[src/verilog/mrm_pkg.sv]
// package: constants, encodings and carriers for the remote mode control block
package mrm_pkg;
	// command characters
	localparam logic [7:0] CH_S = 8'h53;
	localparam logic [7:0] CH_H = 8'h48;
	localparam logic [7:0] CH_F = 8'h46;
	localparam logic [7:0] CH_O = 8'h4f;
	localparam logic [7:0] CH_T = 8'h54;
	localparam logic [7:0] CH_M = 8'h4d;
	localparam logic [7:0] CH_V = 8'h56;
	localparam logic [7:0] CH_A = 8'h41;
	localparam logic [7:0] CH_C = 8'h43;
	localparam logic [7:0] CH_Z = 8'h5a;
	localparam logic [7:0] CH_I = 8'h49;
	localparam logic [7:0] CH_K = 8'h4b;
	localparam logic [7:0] CH_ZERO = 8'h30;
	localparam logic [7:0] CH_NINE = 8'h39;
	localparam logic [7:0] CH_TWO = 8'h32;
	localparam logic [7:0] CH_HALT = 8'h25;
	localparam logic [7:0] CH_RESET = 8'h2a;
	localparam logic [7:0] CH_TERM = 8'h0a;
	localparam logic [7:0] CH_TRIG = 8'h3f;
	// numeric limits
	localparam logic [7:0] DEC_BASE = 8'h0a;
	localparam logic [4:0] NUM_SAT = 5'h1f;
	localparam logic [4:0] S_MAX = 5'h11;
	localparam logic [4:0] S_LOW_MAX = 5'h09;
	localparam logic [4:0] S_DEF = 5'h07;
	localparam logic [4:0] S_AVG = 5'h0a;
	localparam logic [4:0] H_BASE = 5'h08;
	localparam logic [4:0] AC_SUB_MAX = 5'h02;
	localparam logic [4:0] FLT_CODE_MAX = 5'h03;
	localparam logic [1:0] DIG_ONE = 2'h1;
	localparam logic [2:0] RANGE_10V = 3'h2;
	// error codes, two bcd digits
	localparam logic [7:0] ERR_NONE = 8'h00;
	localparam logic [7:0] ERR_CMD = 8'h08;
	localparam logic [7:0] ERR_AC_MOM = 8'h09;
	// apb map
	localparam logic [11:0] OFS_CTRL = 12'h000;
	localparam logic [11:0] OFS_STAT = 12'h004;
	localparam logic [11:0] OFS_ERR = 12'h008;
	localparam int CTRL_EN_BIT = 0;
	localparam int CTRL_SRST_BIT = 1;
	localparam logic [1:0] CTRL_RST = 2'h1;
	// continuous-trigger command buffer
	localparam int BUF_DEPTH = 16;
	localparam int BUF_AW = 4;
	// trigger modes, bit 0 means continuous
	localparam logic [1:0] TRG_SGL = 2'h0;
	localparam logic [1:0] TRG_CONT = 2'h1;
	localparam logic [1:0] TRG_SGL_ALT = 2'h2;
	localparam logic [1:0] TRG_CONT_ALT = 2'h3;

	typedef enum logic [2:0] {FN_DCV = 3'b000, FN_OHM = 3'b001, FN_DCA = 3'b010,
		FN_ACN = 3'b100, FN_ACE = 3'b101, FN_ACH = 3'b110} mrm_func_e;
	typedef enum logic [2:0] {FL_OFF = 3'b000, FL_STD = 3'b001, FL_ONE = 3'b010,
		FL_TWO = 3'b011, FL_THREE = 3'b100} mrm_filt_e;
	typedef enum logic [3:0] {OP_NONE = 4'h0, OP_S = 4'h1, OP_H = 4'h2, OP_F = 4'h3,
		OP_O = 4'h4, OP_T = 4'h5, OP_M = 4'h6, OP_V = 4'h7, OP_VA = 4'h8, OP_C = 4'h9,
		OP_Z = 4'ha, OP_I = 4'hb, OP_K = 4'hc} mrm_op_e;

	typedef struct packed {
		mrm_func_e func;
		logic dc_cpl;
		logic [4:0] sample;
		mrm_filt_e filt;
		logic avg;
		logic [1:0] trig;
		logic gain_inh;
		logic zero_on;
		logic msg_prog;
	} mrm_mode_s;

	localparam mrm_mode_s MODE_RST = '{func: FN_DCV, dc_cpl: 1'b0, sample: S_DEF,
		filt: FL_OFF, avg: 1'b0, trig: TRG_SGL, gain_inh: 1'b0, zero_on: 1'b1,
		msg_prog: 1'b0};
	localparam int MODE_W = $bits(mrm_mode_s);
endpackage

[src/verilog/mrm_mode_ctrl.sv]
// remote command interpreter holding sample, filter, averaging, trigger and correction modes
// Summary of operation
// - S takes 0..17, above 17 is error 08
// - H takes one digit, maps onto S8..S17
// - ac volts refuses every sample change
// - in ac, S0/S1/S2 pick ac sub-function
// - averaging allows standard or two, others cancel
// - ac volts allows only filter off or standard
// - continuous trigger: reset and halt immediate, others buffered
// - no command examined while reading pending; halt discards
// - halt leaves continuous, replays terminated buffered commands
// - averaging on sets S10, standard filter
// - averaging off or change between dc functions: S7, filter off
// - S0..S9 under averaging cancels it, filter off
// - ac-to-ac keeps all, ac-to-dc sets S7
// - ac averaging toggles extended resolution; refusals momentary
// - binary digit 8 only on 10V dc
// - limits error returns programmed message or 2
// - ascii digit 7 zero with five-and-half digits
// - gain correction applies unless inhibited
// - zero commands switch zero mode, no capture
// - reset turns zero on, clears temporary zeros
// - cal mode decides which zeros the commands gate
`timescale 1ns/10ps
module mrm_mode_ctrl
	import mrm_pkg::*;
(
	input wire logic clk_i,
	input wire logic rstn_i,
	input wire logic psel_i,
	input wire logic penable_i,
	input wire logic pwrite_i,
	input wire logic [11:0] paddr_i,
	input wire logic [31:0] pwdata_i,
	output logic [31:0] prdata_o,
	output logic pready_o,
	output logic pslverr_o,
	input wire logic cmd_valid_i,
	input wire logic [7:0] cmd_char_i,
	output logic cmd_ready_o,
	output logic rdg_req_o,
	input wire logic rdg_done_i,
	output logic rdg_abort_o,
	input wire logic limit_fail_i,
	input wire logic six_half_i,
	input wire logic [2:0] range_i,
	input wire logic cal_mode_i,
	output mrm_mode_s mode_o,
	output logic err_pulse_o,
	output logic err_resp_prog_o,
	output logic [7:0] err_resp_char_o,
	output logic ascii_d7_zero_o,
	output logic bin_d8_keep_o,
	output logic gain_apply_o,
	output logic perm_zero_apply_o,
	output logic tmp_zero_apply_o,
	output logic tmp_zero_clr_o
);
	logic rst_q1_r, rstn_s;
	mrm_mode_s mode_r, mode_nxt, ex_m;
	mrm_op_e op_r, op_nxt, new_op;
	logic [4:0] num_r, num_nxt;
	logic [1:0] ndig_r, ndig_nxt;
	logic [7:0] err_code_r;
	logic [1:0] ctrl_r;
	logic pend_r;
	logic [7:0] buf_mem [BUF_DEPTH];
	logic [BUF_AW:0] wp_r, term_r, rp_r, rcnt_r;
	logic err_pulse_r, prog_r, d7z_r, d8k_r, gain_r, pz_r, tz_r, tzc_r;
	logic [7:0] echar_r;
	logic [31:0] prdata_r;

	// synchronised reset release
	always_ff @(posedge clk_i or negedge rstn_i) begin
		if (!rstn_i) begin
			rst_q1_r <= 1'b0;
			rstn_s <= 1'b0;
		end else begin
			rst_q1_r <= 1'b1;
			rstn_s <= rst_q1_r;
		end
	end

	// character source: replay of buffered commands has priority over the port
	wire replaying = (rcnt_r != '0);
	// replay stalls while a replayed trigger still waits for its reading
	wire replay_go = replaying & !pend_r;
	wire [7:0] c = replaying ? buf_mem[rp_r[BUF_AW-1:0]] : cmd_char_i;
	wire is_halt = (cmd_char_i == CH_HALT);
	wire is_rst = (cmd_char_i == CH_RESET);
	wire is_cont = mode_r.trig[0];
	wire is_ac = mode_r.func[2];
	assign cmd_ready_o = ctrl_r[CTRL_EN_BIT] & !replaying & (!pend_r | is_halt | is_rst);
	wire port_take = cmd_valid_i & cmd_ready_o;
	wire halt_in = port_take & is_halt;
	wire rst_in = port_take & is_rst;
	wire buf_in = port_take & !is_halt & !is_rst & is_cont;
	wire buf_full = (wp_r == BUF_DEPTH[BUF_AW:0]);
	wire proc = replay_go | (port_take & !is_halt & !is_rst & !is_cont);
	wire is_digit = (c >= CH_ZERO) && (c <= CH_NINE);
	wire [3:0] dig = 4'(c - CH_ZERO);
	wire is_term = (c == CH_TERM) || (c == CH_TRIG);
	wire takes_dig = (op_r != OP_NONE) && (op_r != OP_V) && (op_r != OP_Z) && (op_r != OP_I);
	wire accum = proc & is_digit & takes_dig;
	wire to_va = proc & (op_r == OP_V) & (c == CH_A);
	wire flush = proc & !accum & !to_va;
	// wide enough that a saturated value times ten cannot wrap below the limit
	wire [9:0] acc_w = {5'h0, num_r} * {2'h0, DEC_BASE} + {6'h0, dig};
	wire [4:0] acc_sat = (acc_w > {5'h0, NUM_SAT}) ? NUM_SAT : acc_w[4:0];
	wire trig_req = flush & (c == CH_TRIG) & !is_cont;
	wire cont_req = is_cont & !pend_r & !halt_in & ctrl_r[CTRL_EN_BIT];
	wire req = trig_req | cont_req;
	wire srst = ctrl_r[CTRL_SRST_BIT];

	always_comb begin
		unique case (c)
			CH_S: new_op = OP_S;
			CH_H: new_op = OP_H;
			CH_F: new_op = OP_F;
			CH_O: new_op = OP_O;
			CH_T: new_op = OP_T;
			CH_M: new_op = OP_M;
			CH_V: new_op = OP_V;
			CH_C: new_op = OP_C;
			CH_Z: new_op = OP_Z;
			CH_I: new_op = OP_I;
			CH_K: new_op = OP_K;
			default: new_op = OP_NONE;
		endcase
	end

	// execution of one completed command against the present mode
	logic ex_bad, ex_mom, fc;
	logic [4:0] sval;
	mrm_func_e nf;
	mrm_filt_e fsel;
	always_comb begin
		ex_m = mode_r;
		ex_bad = 1'b0;
		ex_mom = 1'b0;
		fc = 1'b0;
		nf = FN_DCV;
		sval = (op_r == OP_H) ? 5'(H_BASE + num_r) : num_r;
		unique case (num_r[1:0])
			2'h0: fsel = FL_OFF;
			2'h1: fsel = FL_ONE;
			2'h2: fsel = FL_TWO;
			default: fsel = FL_THREE;
		endcase
		if (ndig_r == '0)
			fsel = FL_STD;
		unique case (op_r)
			OP_S, OP_H: begin
				if (ndig_r == '0 || (op_r == OP_H && ndig_r != DIG_ONE) || sval > S_MAX) begin
					ex_bad = 1'b1;
				end else if (is_ac) begin
					if (op_r == OP_S && num_r <= AC_SUB_MAX)
						ex_m.func = mrm_func_e'({1'b1, num_r[1:0]});
					else
						ex_mom = 1'b1;
				end else begin
					ex_m.sample = sval;
					if (mode_r.avg && sval <= S_LOW_MAX) begin
						ex_m.avg = 1'b0;
						ex_m.filt = FL_OFF;
					end
				end
			end
			OP_F: begin
				if (ndig_r > DIG_ONE || num_r > FLT_CODE_MAX) begin
					ex_bad = 1'b1;
				end else if (is_ac) begin
					if (fsel == FL_OFF || fsel == FL_STD)
						ex_m.filt = fsel;
					else
						ex_mom = 1'b1;
				end else begin
					ex_m.filt = fsel;
					if (mode_r.avg && fsel != FL_STD && fsel != FL_TWO) begin
						ex_m.avg = 1'b0;
						ex_m.sample = S_DEF;
					end
				end
			end
			OP_O: begin
				if (ndig_r == '0) begin
					ex_m.avg = 1'b1;
					if (!is_ac) begin
						ex_m.sample = S_AVG;
						ex_m.filt = FL_STD;
					end
				end else if (ndig_r == DIG_ONE && num_r == '0) begin
					ex_m.avg = 1'b0;
					if (!is_ac) begin
						ex_m.sample = S_DEF;
						ex_m.filt = FL_OFF;
					end
				end else begin
					ex_bad = 1'b1;
				end
			end
			OP_T: begin
				if (ndig_r == '0)
					ex_m.trig = TRG_CONT;
				else if (num_r == 5'h0)
					ex_m.trig = TRG_SGL;
				else if (num_r == 5'h1)
					ex_m.trig = TRG_CONT_ALT;
				else if (num_r == 5'h2)
					ex_m.trig = TRG_SGL_ALT;
				else
					ex_bad = 1'b1;
			end
			OP_M: begin
				if (ndig_r == '0)
					ex_m.gain_inh = 1'b1;
				else if (num_r == 5'h0)
					ex_m.gain_inh = 1'b0;
				else if (num_r == 5'h1)
					ex_m.zero_on = 1'b0;
				else if (num_r == 5'h2)
					ex_m.zero_on = 1'b1;
				else
					ex_bad = 1'b1;
			end
			OP_K: begin
				// only the error-message program form is handled here
				if (ndig_r == DIG_ONE && num_r == 5'h3)
					ex_m.msg_prog = 1'b1;
			end
			OP_V, OP_Z, OP_I: begin
				fc = 1'b1;
				nf = (op_r == OP_V) ? FN_DCV : ((op_r == OP_Z) ? FN_OHM : FN_DCA);
			end
			OP_VA, OP_C: begin
				if (ndig_r > DIG_ONE || num_r > AC_SUB_MAX) begin
					ex_bad = 1'b1;
				end else begin
					fc = 1'b1;
					nf = mrm_func_e'({1'b1, num_r[1:0]});
					ex_m.dc_cpl = (op_r == OP_C);
				end
			end
			default: ;
		endcase
		if (fc) begin
			ex_m.func = nf;
			if (!nf[2]) begin
				ex_m.avg = 1'b0;
				ex_m.sample = S_DEF;
				if (!is_ac)
					ex_m.filt = FL_OFF;
			end else if (!is_ac) begin
				ex_m.avg = 1'b0;
				ex_m.filt = FL_OFF;
			end
		end
	end

	always_comb begin
		mode_nxt = mode_r;
		op_nxt = op_r;
		num_nxt = num_r;
		ndig_nxt = ndig_r;
		if (accum) begin
			num_nxt = acc_sat;
			ndig_nxt = (ndig_r == '1) ? ndig_r : 2'(ndig_r + DIG_ONE);
		end else if (to_va) begin
			op_nxt = OP_VA;
		end else if (flush) begin
			mode_nxt = ex_m;
			op_nxt = is_term ? OP_NONE : new_op;
			num_nxt = '0;
			ndig_nxt = '0;
		end
		if (halt_in)
			mode_nxt.trig = mode_r.trig & ~TRG_CONT;
		if (rst_in || srst) begin
			mode_nxt = MODE_RST;
			op_nxt = OP_NONE;
			num_nxt = '0;
			ndig_nxt = '0;
		end
	end

	always_ff @(posedge clk_i or negedge rstn_s) begin
		if (!rstn_s) begin
			mode_r <= MODE_RST;
			op_r <= OP_NONE;
			num_r <= '0;
			ndig_r <= '0;
		end else begin
			mode_r <= mode_nxt;
			op_r <= op_nxt;
			num_r <= num_nxt;
			ndig_r <= ndig_nxt;
		end
	end

	// pending reading and halt discard
	always_ff @(posedge clk_i or negedge rstn_s) begin
		if (!rstn_s)
			pend_r <= 1'b0;
		else if (halt_in || rst_in)
			pend_r <= 1'b0;
		else if (req)
			pend_r <= 1'b1;
		else if (rdg_done_i)
			pend_r <= 1'b0;
	end
	assign rdg_req_o = req & !pend_r;
	assign rdg_abort_o = halt_in & pend_r;

	// command buffer for continuous trigger; chars after the last terminator are dropped
	always_ff @(posedge clk_i) begin
		if (buf_in && !buf_full)
			buf_mem[wp_r[BUF_AW-1:0]] <= cmd_char_i;
	end
	always_ff @(posedge clk_i or negedge rstn_s) begin
		if (!rstn_s) begin
			wp_r <= '0;
			term_r <= '0;
			rp_r <= '0;
			rcnt_r <= '0;
		end else if (rst_in || srst) begin
			wp_r <= '0;
			term_r <= '0;
			rcnt_r <= '0;
		end else if (halt_in && is_cont) begin
			rcnt_r <= term_r;
			rp_r <= '0;
			wp_r <= '0;
			term_r <= '0;
		end else if (replay_go) begin
			rp_r <= rp_r + 1'b1;
			rcnt_r <= rcnt_r - 1'b1;
		end else if (buf_in && !buf_full) begin
			wp_r <= wp_r + 1'b1;
			if (cmd_char_i == CH_TERM || cmd_char_i == CH_TRIG)
				term_r <= wp_r + 1'b1;
		end
	end

	// apb slave, zero wait states; read data captured in the setup phase
	wire setup = psel_i & !penable_i;
	wire access = psel_i & penable_i;
	wire hit_ctrl = (paddr_i == OFS_CTRL);
	wire hit_stat = (paddr_i == OFS_STAT);
	wire hit_err = (paddr_i == OFS_ERR);
	wire hit_any = hit_ctrl | hit_stat | hit_err;
	wire err_clr = access & pwrite_i & hit_err;
	wire err_set = flush & (ex_bad | ex_mom);
	wire [31:0] rd_mux = hit_ctrl ? {30'h0, ctrl_r} :
		(hit_stat ? {{(32 - MODE_W){1'b0}}, mode_r} :
		(hit_err ? {24'h0, err_code_r} : 32'h0));
	assign pready_o = 1'b1;
	assign pslverr_o = access & !hit_any;
	assign prdata_o = prdata_r;

	always_ff @(posedge clk_i or negedge rstn_s) begin
		if (!rstn_s) begin
			ctrl_r <= CTRL_RST;
			err_code_r <= ERR_NONE;
			prdata_r <= '0;
		end else begin
			if (setup)
				prdata_r <= rd_mux;
			if (access && pwrite_i && hit_ctrl)
				ctrl_r <= pwdata_i[1:0];
			else
				ctrl_r[CTRL_SRST_BIT] <= 1'b0;
			// a new error wins over a same-cycle clear
			if (err_set)
				err_code_r <= ex_bad ? ERR_CMD : ERR_AC_MOM;
			else if (err_clr)
				err_code_r <= ERR_NONE;
		end
	end

	// reading format and correction steering
	always_ff @(posedge clk_i or negedge rstn_s) begin
		if (!rstn_s) begin
			err_pulse_r <= 1'b0;
			prog_r <= 1'b0;
			echar_r <= CH_TWO;
			d7z_r <= 1'b0;
			d8k_r <= 1'b0;
			gain_r <= 1'b1;
			pz_r <= 1'b1;
			tz_r <= 1'b0;
			tzc_r <= 1'b1;
		end else begin
			err_pulse_r <= err_set;
			prog_r <= limit_fail_i & mode_r.msg_prog;
			echar_r <= CH_TWO;
			d7z_r <= !six_half_i;
			d8k_r <= (mode_r.func == FN_DCV) && (range_i == RANGE_10V)
				&& (mode_r.avg || cal_mode_i);
			gain_r <= !mode_r.gain_inh;
			pz_r <= !cal_mode_i || mode_r.zero_on;
			tz_r <= !cal_mode_i && mode_r.zero_on
				&& (mode_r.func == FN_DCV || mode_r.func == FN_OHM);
			tzc_r <= rst_in || srst;
		end
	end
	assign mode_o = mode_r;
	assign err_pulse_o = err_pulse_r;
	assign err_resp_prog_o = prog_r;
	assign err_resp_char_o = echar_r;
	assign ascii_d7_zero_o = d7z_r;
	assign bin_d8_keep_o = d8k_r;
	assign gain_apply_o = gain_r;
	assign perm_zero_apply_o = pz_r;
	assign tmp_zero_apply_o = tz_r;
	assign tmp_zero_clr_o = tzc_r;
endmodule // mrm_mode_ctrl

[config.mk]
export PLATFORM = sky130hd
export DESIGN_NAME = mrm_mode_ctrl
export DESIGN_NICKNAME = d
export VERILOG_FILES = /design/src/verilog/mrm_pkg.sv /design/src/verilog/mrm_mode_ctrl.sv
export SDC_FILE = /design/constraint.sdc
export NUM_CORES = 1
export LEC_CHECK = 0
export BUFFER_PORTS_ARGS = -buffer_cell sky130_fd_sc_hd__buf_2
export CAP_MARGIN = 20
export CELL_PAD_IN_SITES_DETAIL_PLACEMENT = 1
export CELL_PAD_IN_SITES_GLOBAL_PLACEMENT = 1
export CORE_ASPECT_RATIO = 1.75
export CORE_MARGIN = 2
export CORE_UTILIZATION = 45
export CTS_CLUSTER_SIZE = 10
export DETAILED_ROUTE_END_ITERATION = 7
export GPL_TIMING_DRIVEN = 0
export HOLD_SLACK_MARGIN = 0.15
export PLACE_DENSITY = 0.74
export SYNTH_ARGS = -nofsm -noshare
export SYNTH_HDL_FRONTEND = slang
export SYNTH_SLANG_ARGS = --single-unit
[constraint.sdc]
create_clock -name clk_i -period 7.6 [get_ports clk_i]
set_clock_uncertainty 0.1 [all_clocks]
set_input_delay 1.52 -clock clk_i [delete_from_list [all_inputs] [get_ports clk_i]]
set_output_delay 1.52 -clock clk_i [all_outputs]
set_load 0.01 [all_outputs]
==> results of run 1 <==
==> routing by layer <==
metal	share of wire (%)	routed length, um	global-route usage (%)	up-vias
li1	-	-	-	3518
met1	34	10760	26.38	3831
met2	57	18030	52.26	212
met3	3.4	1088	3.049	98
met4	5.7	1818	15.22	0
met5	0	0	0	-
==> kinds of logic (layout without fill, tap and decap cells) <==
group,Yosys count,after routing
buf+inv,80,208
mux,71,71
fa+ha+maj,28,28
flops,209,209
simple gates,276,276
xor+xnor,14,14
compound gates,189,189
other cells,2,24
==> layout make-up <==
type / count / area share (%)
multi-input combinational: 602 / 35.25
clock buffer: 44 / 5.776
tap: 300 / 3.111
sequential: 209 / 48.77
buffer: 54 / 2.613
inverter: 26 / 0.8089
timing repair buffer: 84 / 3.671
==> synth_stat cells (5+ instances only) <==
cell type	instances	area [um^2]
a211oi_1	6	45.04
a21o_1	7	52.55
a21oi_1	45	225.2
a22o_1	20	175.2
a22oi_1	23	172.7
and2_1	24	150.1
and3_1	7	43.79
buf_4	29	217.7
clkbuf_1	20	75.07
dfrtp_1	73	1827
dfstp_2	8	210.2
edfxtp_1	128	3844
ha_1	26	325.3
inv_1	26	97.59
mux2_2	5	56.30
mux2i_1	51	510.5
mux4_2	13	292.8
nand2_1	64	240.2
nand2b_1	9	56.30
nand3_1	19	95.09
nand4_1	7	43.79
nor2_1	66	247.7
nor2b_1	9	56.30
nor3_1	26	130.1
nor4_1	11	68.82
nor4b_1	5	43.79
o21ai_0	19	95.09
o22ai_1	8	50.05
o31ai_1	6	45.04
xnor2_1	7	61.31
xor2_1	7	61.31
==> power groups by stage <==
stage               logic [mW]  registers [mW]  clock network (mW)
floorplan                0.991            1.37                   0
global placement          1.39            1.39                   0
detailed placement        1.42            1.38                   0
CTS                       1.43            1.36                1.07
global route              1.55            1.37                1.11
finish                    1.43            1.36                1.05
==> how the worst max path moves through the flow <==
stage                        from  cells after the start        end
floorplan           cmd_char_i[4]                      7  rdg_req_o
global placement    cmd_char_i[4]                      9  rdg_req_o
detailed placement  cmd_char_i[4]                      9  rdg_req_o
CTS                       rp_r[2]                     11  rdg_req_o
global route              rp_r[3]                     11  rdg_req_o
finish                    rp_r[0]                     11  rdg_req_o
==> metrics by stage <==
step / setup slack, ns / utilization [%] / area [um^2] / hold WS (ns) / cells
floorplan: 2.784 / - / 10550 / 0.2312 / 891
global placement: 2.038 / 49.83 / 11330 / 0.2346 / 1273
detailed placement: 2.019 / 49.99 / 11370 / 0.1552 / 1275
CTS: 1.739 / 53.05 / 12070 / 0.1588 / 1319
global route: 1.443 / 53.05 / 12070 / 0.1812 / 1319
finish: 1.667 / 53.05 / 12070 / 0.1409 / 1319
==> sequential cells by signal (all words and copies together) (netlist names), 4 cells and up <==
register,count
buf_mem,128
mode_o,18
num_r,5
op_r,4
prdata_o,18
rcnt_r,5
rp_r,4
term_r,5
wp_r,5
==> results.py, run 1 <==
metrics = {
    "run_status": {
        "status": "finished clean",
    },
    "logic_synthesis": {
        "synth-simple-area-share_pct": 13.56,
        "yosysSeqAreaShare_pct": 56.20,
        "netlist_instances": 869,
        "synth_compound_area_share_pct": 13.06,
        "yosys_warnings": 0,
        "synth_cell_type_count": 81,
        "netlist_area_um2": 10460,
        "synth_fa_ha_area_share_pct": 3.492,
        "synth_flop_cell": "edfxtp_1",
        "synth_xor_xnor_area_share_pct": 1.172,
        "async_reset_ff_share_pct": 38.76,
        "synthMuxAreaShare_pct": 8.502,
        "ys_ff_latch": 209,
        "synth-edff-count": 128,
        "avgSynthCellArea_um2": 12.04,
        "synth_top_family_by_area": "simple AND/OR/NAND/NOR gates",
    },
    "routing": {
        "drt_iter0_drc": 376,
        "num_vias": 7659,
        "routedWlPerCell_um": 24.03,
        "dr.pass1.iters": 4,
        "wirelength_um": 31690,
        "avgViaCountPerCell": 5.807,
        "ant_nets": 0,
        "drc_errors": 0,
    },
    "timing": {
        "drv_slew": 0,
        "finalHoldViolCount": 0,
        "rsz0062_at_grt": "no",
        "fmax_ghz": 0.1686,
        "relSlewSlack_pct": 29.53,
        "fin_crit_ns": 5.933,
        "period_share_pct": 78.06,
        "worst_slew_pin_slew_ns": 1.049,
        "tns_ns": 0,
        "setup_violations": 0,
    },
    "cts": {
        "cts_tree": "built",
        "clk_latency_ns": 0.52,
        "clock_tree.buffer_depth": 3,
        "post-cts-setup-buffers": 0,
        "postCtsResizedCells": 0,
        "path_clk_slew_ns": 0.06,
        "root_buffer": "clkbuf_16",
        "cts_hold_buf": 0,
        "clock-sinks": 209,
        "cts_buffers": 24,
        "h-tree-depth": 1,
    },
    "worst_setup_path": {
        "slowest_stage": "nor4_1",
        "worstSetupEndpointType": "primary output",
        "cpPeakStageDelay_ns": 0.68,
        "reg2reg_depth": 17,
        "crit_chain": "buf_2, clkbuf_1, nor2b_1, a22oi_1, a21oi_1, nor3_1, nor4_1, nand2_1, nand4_1, o31ai_1, buf_2",
        "rr_startpoint": "rp_r[3]",
        "crit_family": "simple AND/OR/NAND/NOR gates",
        "worstPathArrival_ns": 4.31,
        "timing.rr.end": "num_r[0]",
        "critPathBufInv": 3,
        "path_max_fanout": 10,
        "start_kind": "register",
        "worstPathRequired_ns": 5.98,
        "ff2ff_setup_slack_ns": 3.19,
        "worstSetupPathType": "register to primary output",
        "cp_common_cell": "buf_2",
    },
    "power_and_ir_drop": {
        "p_clk_share_pct": 27.3,
        "ir_drop_mv": 0.2080,
        "power_leakage_nw": 4.916,
        "intPower_mw": 2.438,
        "switching_power_mw": 1.404,
        "p_comb_share_pct": 37.2,
        "power_mw": 3.843,
        "seq_power_share_pct": 35.5,
        "power_density_nw_per_um2": 318.5,
        "sw_frac_of_total_pct": 36.55,
    },
    "die": {
        "ios": 136,
        "dieArea_um2": 24540,
        "coreArea_um2": 22740,
        "fp-row-count": 73,
        "start_util_pct": 46.01,
        "dieWidth_um": 119.3,
        "die_h_um": 205.7,
    },
    "global_routing": {
        "grt_max_degree": 58,
        "antenna_found_initial": 0,
        "grt_pass1_wl_um": 48720,
        "grt_pass1_vias": 8388,
        "grt-ovfl-total": 0,
        "grt_use_total_pct": 26.56,
    },
    "cells_and_area": {
        "nFillCells": 2389,
        "syn2layout_area_growth_pct": 15.31,
        "antennaDiodeCount": 0,
        "seqCellArea_um2": 5884,
        "layout_commonest_cell": "edfxtp_1",
        "nNetsFinal": 1094,
        "drive_gt1_share_pct": 18.55,
        "multi_input_area_um2": 4253,
        "final_cell_mix": "edfxtp_1, buf_2, dfrtp_1",
    },
    "placement": {
        "gp_congestion": 0.9987,
        "hpwl_um": 23840,
        "port_buffers": 82,
    },
    "worst_hold_path": {
        "hp-class": "register to async pin",
    },
    "run": {
        "drv_cap": 0,
    },
}
No activity file was read; power rests on OpenSTA's default activity.
==> inputs of run 2 (changes only) <==
CORE_UTILIZATION = 42   (was 45)
PLACE_DENSITY = 0.73   (was 0.74)
clock period = 4.9 ns   (was 7.6 ns; I/O delays follow)
==> run 2 against run 1 <==
Worst setup slack got worse by 1.6 ns. Cell count is 1.2% higher. Non-clock buffer count up 2. Largest cell class unchanged. Largest power group unchanged. Via count is 0.44% higher. Power grew 60%. Sequential power grew 56%. First-iteration DRC count increased by 9.6%. Design area increased by 1.5%. Highest routed layer unchanged. Critical path depth decreased by 2. Clock-buffer cell count fell by 2.
==> results.py, run 2 (synthesized netlist as in run 1, its figures left out) <==
metrics = {
    "die": {
        "dieArea_um2": 26240,
        "start_util_pct": 42.65,
        "ios": 136,
        "die_h_um": 212.8,
        "coreArea_um2": 24530,
        "fp-row-count": 76,
        "dieWidth_um": 123.3,
    },
    "global_routing": {
        "grt_pass1_vias": 8430,
        "grt_max_degree": 43,
        "grt-ovfl-total": 0,
        "grt_use_total_pct": 25.34,
        "antenna_found_initial": 0,
        "grt_pass1_wl_um": 49460,
    },
    "timing": {
        "period_share_pct": 98.04,
        "drv_slew": 0,
        "finalHoldViolCount": 0,
        "fin_crit_ns": 4.804,
        "fmax_ghz": 0.2082,
        "worst_slew_pin_slew_ns": 1.074,
        "setup_violations": 0,
        "relSlewSlack_pct": 27.82,
        "tns_ns": 0,
    },
    "cts": {
        "cts_tree": "built",
        "h-tree-depth": 1,
        "clock_tree.buffer_depth": 3,
        "clock-sinks": 209,
        "cts_buffers": 25,
        "clk_latency_ns": 0.54,
        "root_buffer": "clkbuf_16",
        "path_clk_slew_ns": 0.06,
    },
    "worst_setup_path": {
        "path_max_fanout": 9,
        "worstSetupEndpointType": "primary output",
        "worstPathRequired_ns": 3.82,
        "crit_start": "rp_r[1]",
        "worstPathArrival_ns": 3.72,
        "worstSetupPathType": "register to primary output",
        "rr_startpoint": "rp_r[1]",
        "start_kind": "register",
    },
    "cells_and_area": {
        "final_cells": 1335,
        "layout_commonest_cell": "edfxtp_1",
        "nNetsFinal": 1097,
        "drive_gt1_share_pct": 20.53,
        "largest_reg_flops": 128,
        "syn2layout_area_growth_pct": 17.05,
        "final_cell_mix": "edfxtp_1, buf_2, dfrtp_1",
        "antennaDiodeCount": 0,
        "fin_util_pct": 49.92,
    },
    "placement": {
        "gp_congestion": 0.9442,
        "dp.cells": 1287,
        "hpwl_um": 23290,
        "port_buffers": 82,
    },
    "routing": {
        "ant_nets": 0,
        "wirelength_um": 32050,
        "routedWlPerCell_um": 24.01,
        "avgViaCountPerCell": 5.763,
        "num_vias": 7693,
        "drt_iter0_drc": 412,
        "dr.pass1.iters": 5,
        "drc_errors": 0,
    },
    "power_and_ir_drop": {
        "p_clk_share_pct": 27.6,
        "sw_frac_of_total_pct": 36.74,
        "p_comb_share_pct": 37.8,
        "switching_power_mw": 2.253,
        "power_density_nw_per_um2": 500.8,
        "power_leakage_nw": 4.979,
        "ir_drop_mv": 0.3807,
        "power_mw": 6.134,
        "intPower_mw": 3.880,
        "seq_power_share_pct": 34.6,
    },
    "run_status": {
        "status": "finished clean",
    },
    "run": {
        "drv_cap": 0,
    },
    "worst_hold_path": {
        "hp-class": "register to async pin",
    },
}
-- run 2: layer usage --
metal | GRT usage [%] | wire length (um) | vias up
met1 | 26.49 | 10950 | 3839
met4 | 12.97 | 1596 | 0
met2 | 48.16 | 18190 | 236
li1 | - | - | 3521
met5 | 0 | 0 | -
met3 | 3.232 | 1316 | 97
-- run 2: worst paths after layout --
check                                    end  cells past startpoint  slack (ns)
max                                rdg_req_o                      9         0.1
min                          ascii_d7_zero_o                      0        0.22
max reg2reg                         num_r[2]                     17        0.91
min reg2reg                  ascii_d7_zero_o                      0        0.22
max in group asynchronous  perm_zero_apply_o                      1        3.75
min in group clk_i                    rstn_s                      0        0.26
-- run 2: final cells by class --
| type | instances | area [um^2] |
|---|---|---|
| Fill cell | 2609 | 12290 |
| Sequential cell | 209 | 5886 |
| Multi-Input combinational cell | 602 | 4340 |
| Clock buffer | 42 | 710.7 |
| Timing Repair Buffer | 87 | 457.9 |
| Tap cell | 312 | 390.4 |
| Buffer | 53 | 345.3 |
| Inverter | 26 | 97.59 |
| Clock inverter | 4 | 20.02 |
-- run 2: what timing repair did --
action | 4_1_cts | 5_1_grt
endpoints found under the setup margin | 1 | 1
hold buffers | 1 | 0
pin swaps | 1 | 0
hold endpoints to repair | 2 | 0
resized for setup | 20 | 12
buffers inserted | 1 | 0
-- run 2: power by group through the flow --
stage	Sequential, mW	Clock (mW)	Combinational, mW
after floorplan	2.13	0	1.54
after global placement	2.15	0	2.15
after detailed placement	2.15	0	2.18
after CTS	2.12	1.73	2.25
after global routing	2.14	1.80	2.52
final	2.12	1.70	2.32
-- run 2: critical path, stage by stage, from the launching register on --
cell     delay, ns
dfrtp_1       0.41
buf_8         0.18
mux4_2        0.53
mux4_2        0.50
mux2_4        0.33
or4_4         0.50
o21a_4        0.28
nand4_1       0.13
o31ai_1       0.13
buf_2         0.19
-- run 2: per-stage QoR --
stage | hold WS (ns) | area (um^2) | setup slack, ns
global placement | 0.2379 | 11350 | 0.1606
detailed placement | 0.2458 | 11380 | 0.1633
global route | 0.2702 | 12250 | -0.02397
CTS | 0.2597 | 12190 | 0.01053
finish | 0.2225 | 12250 | 0.09619
floorplan | 0.2312 | 10550 | 1.002
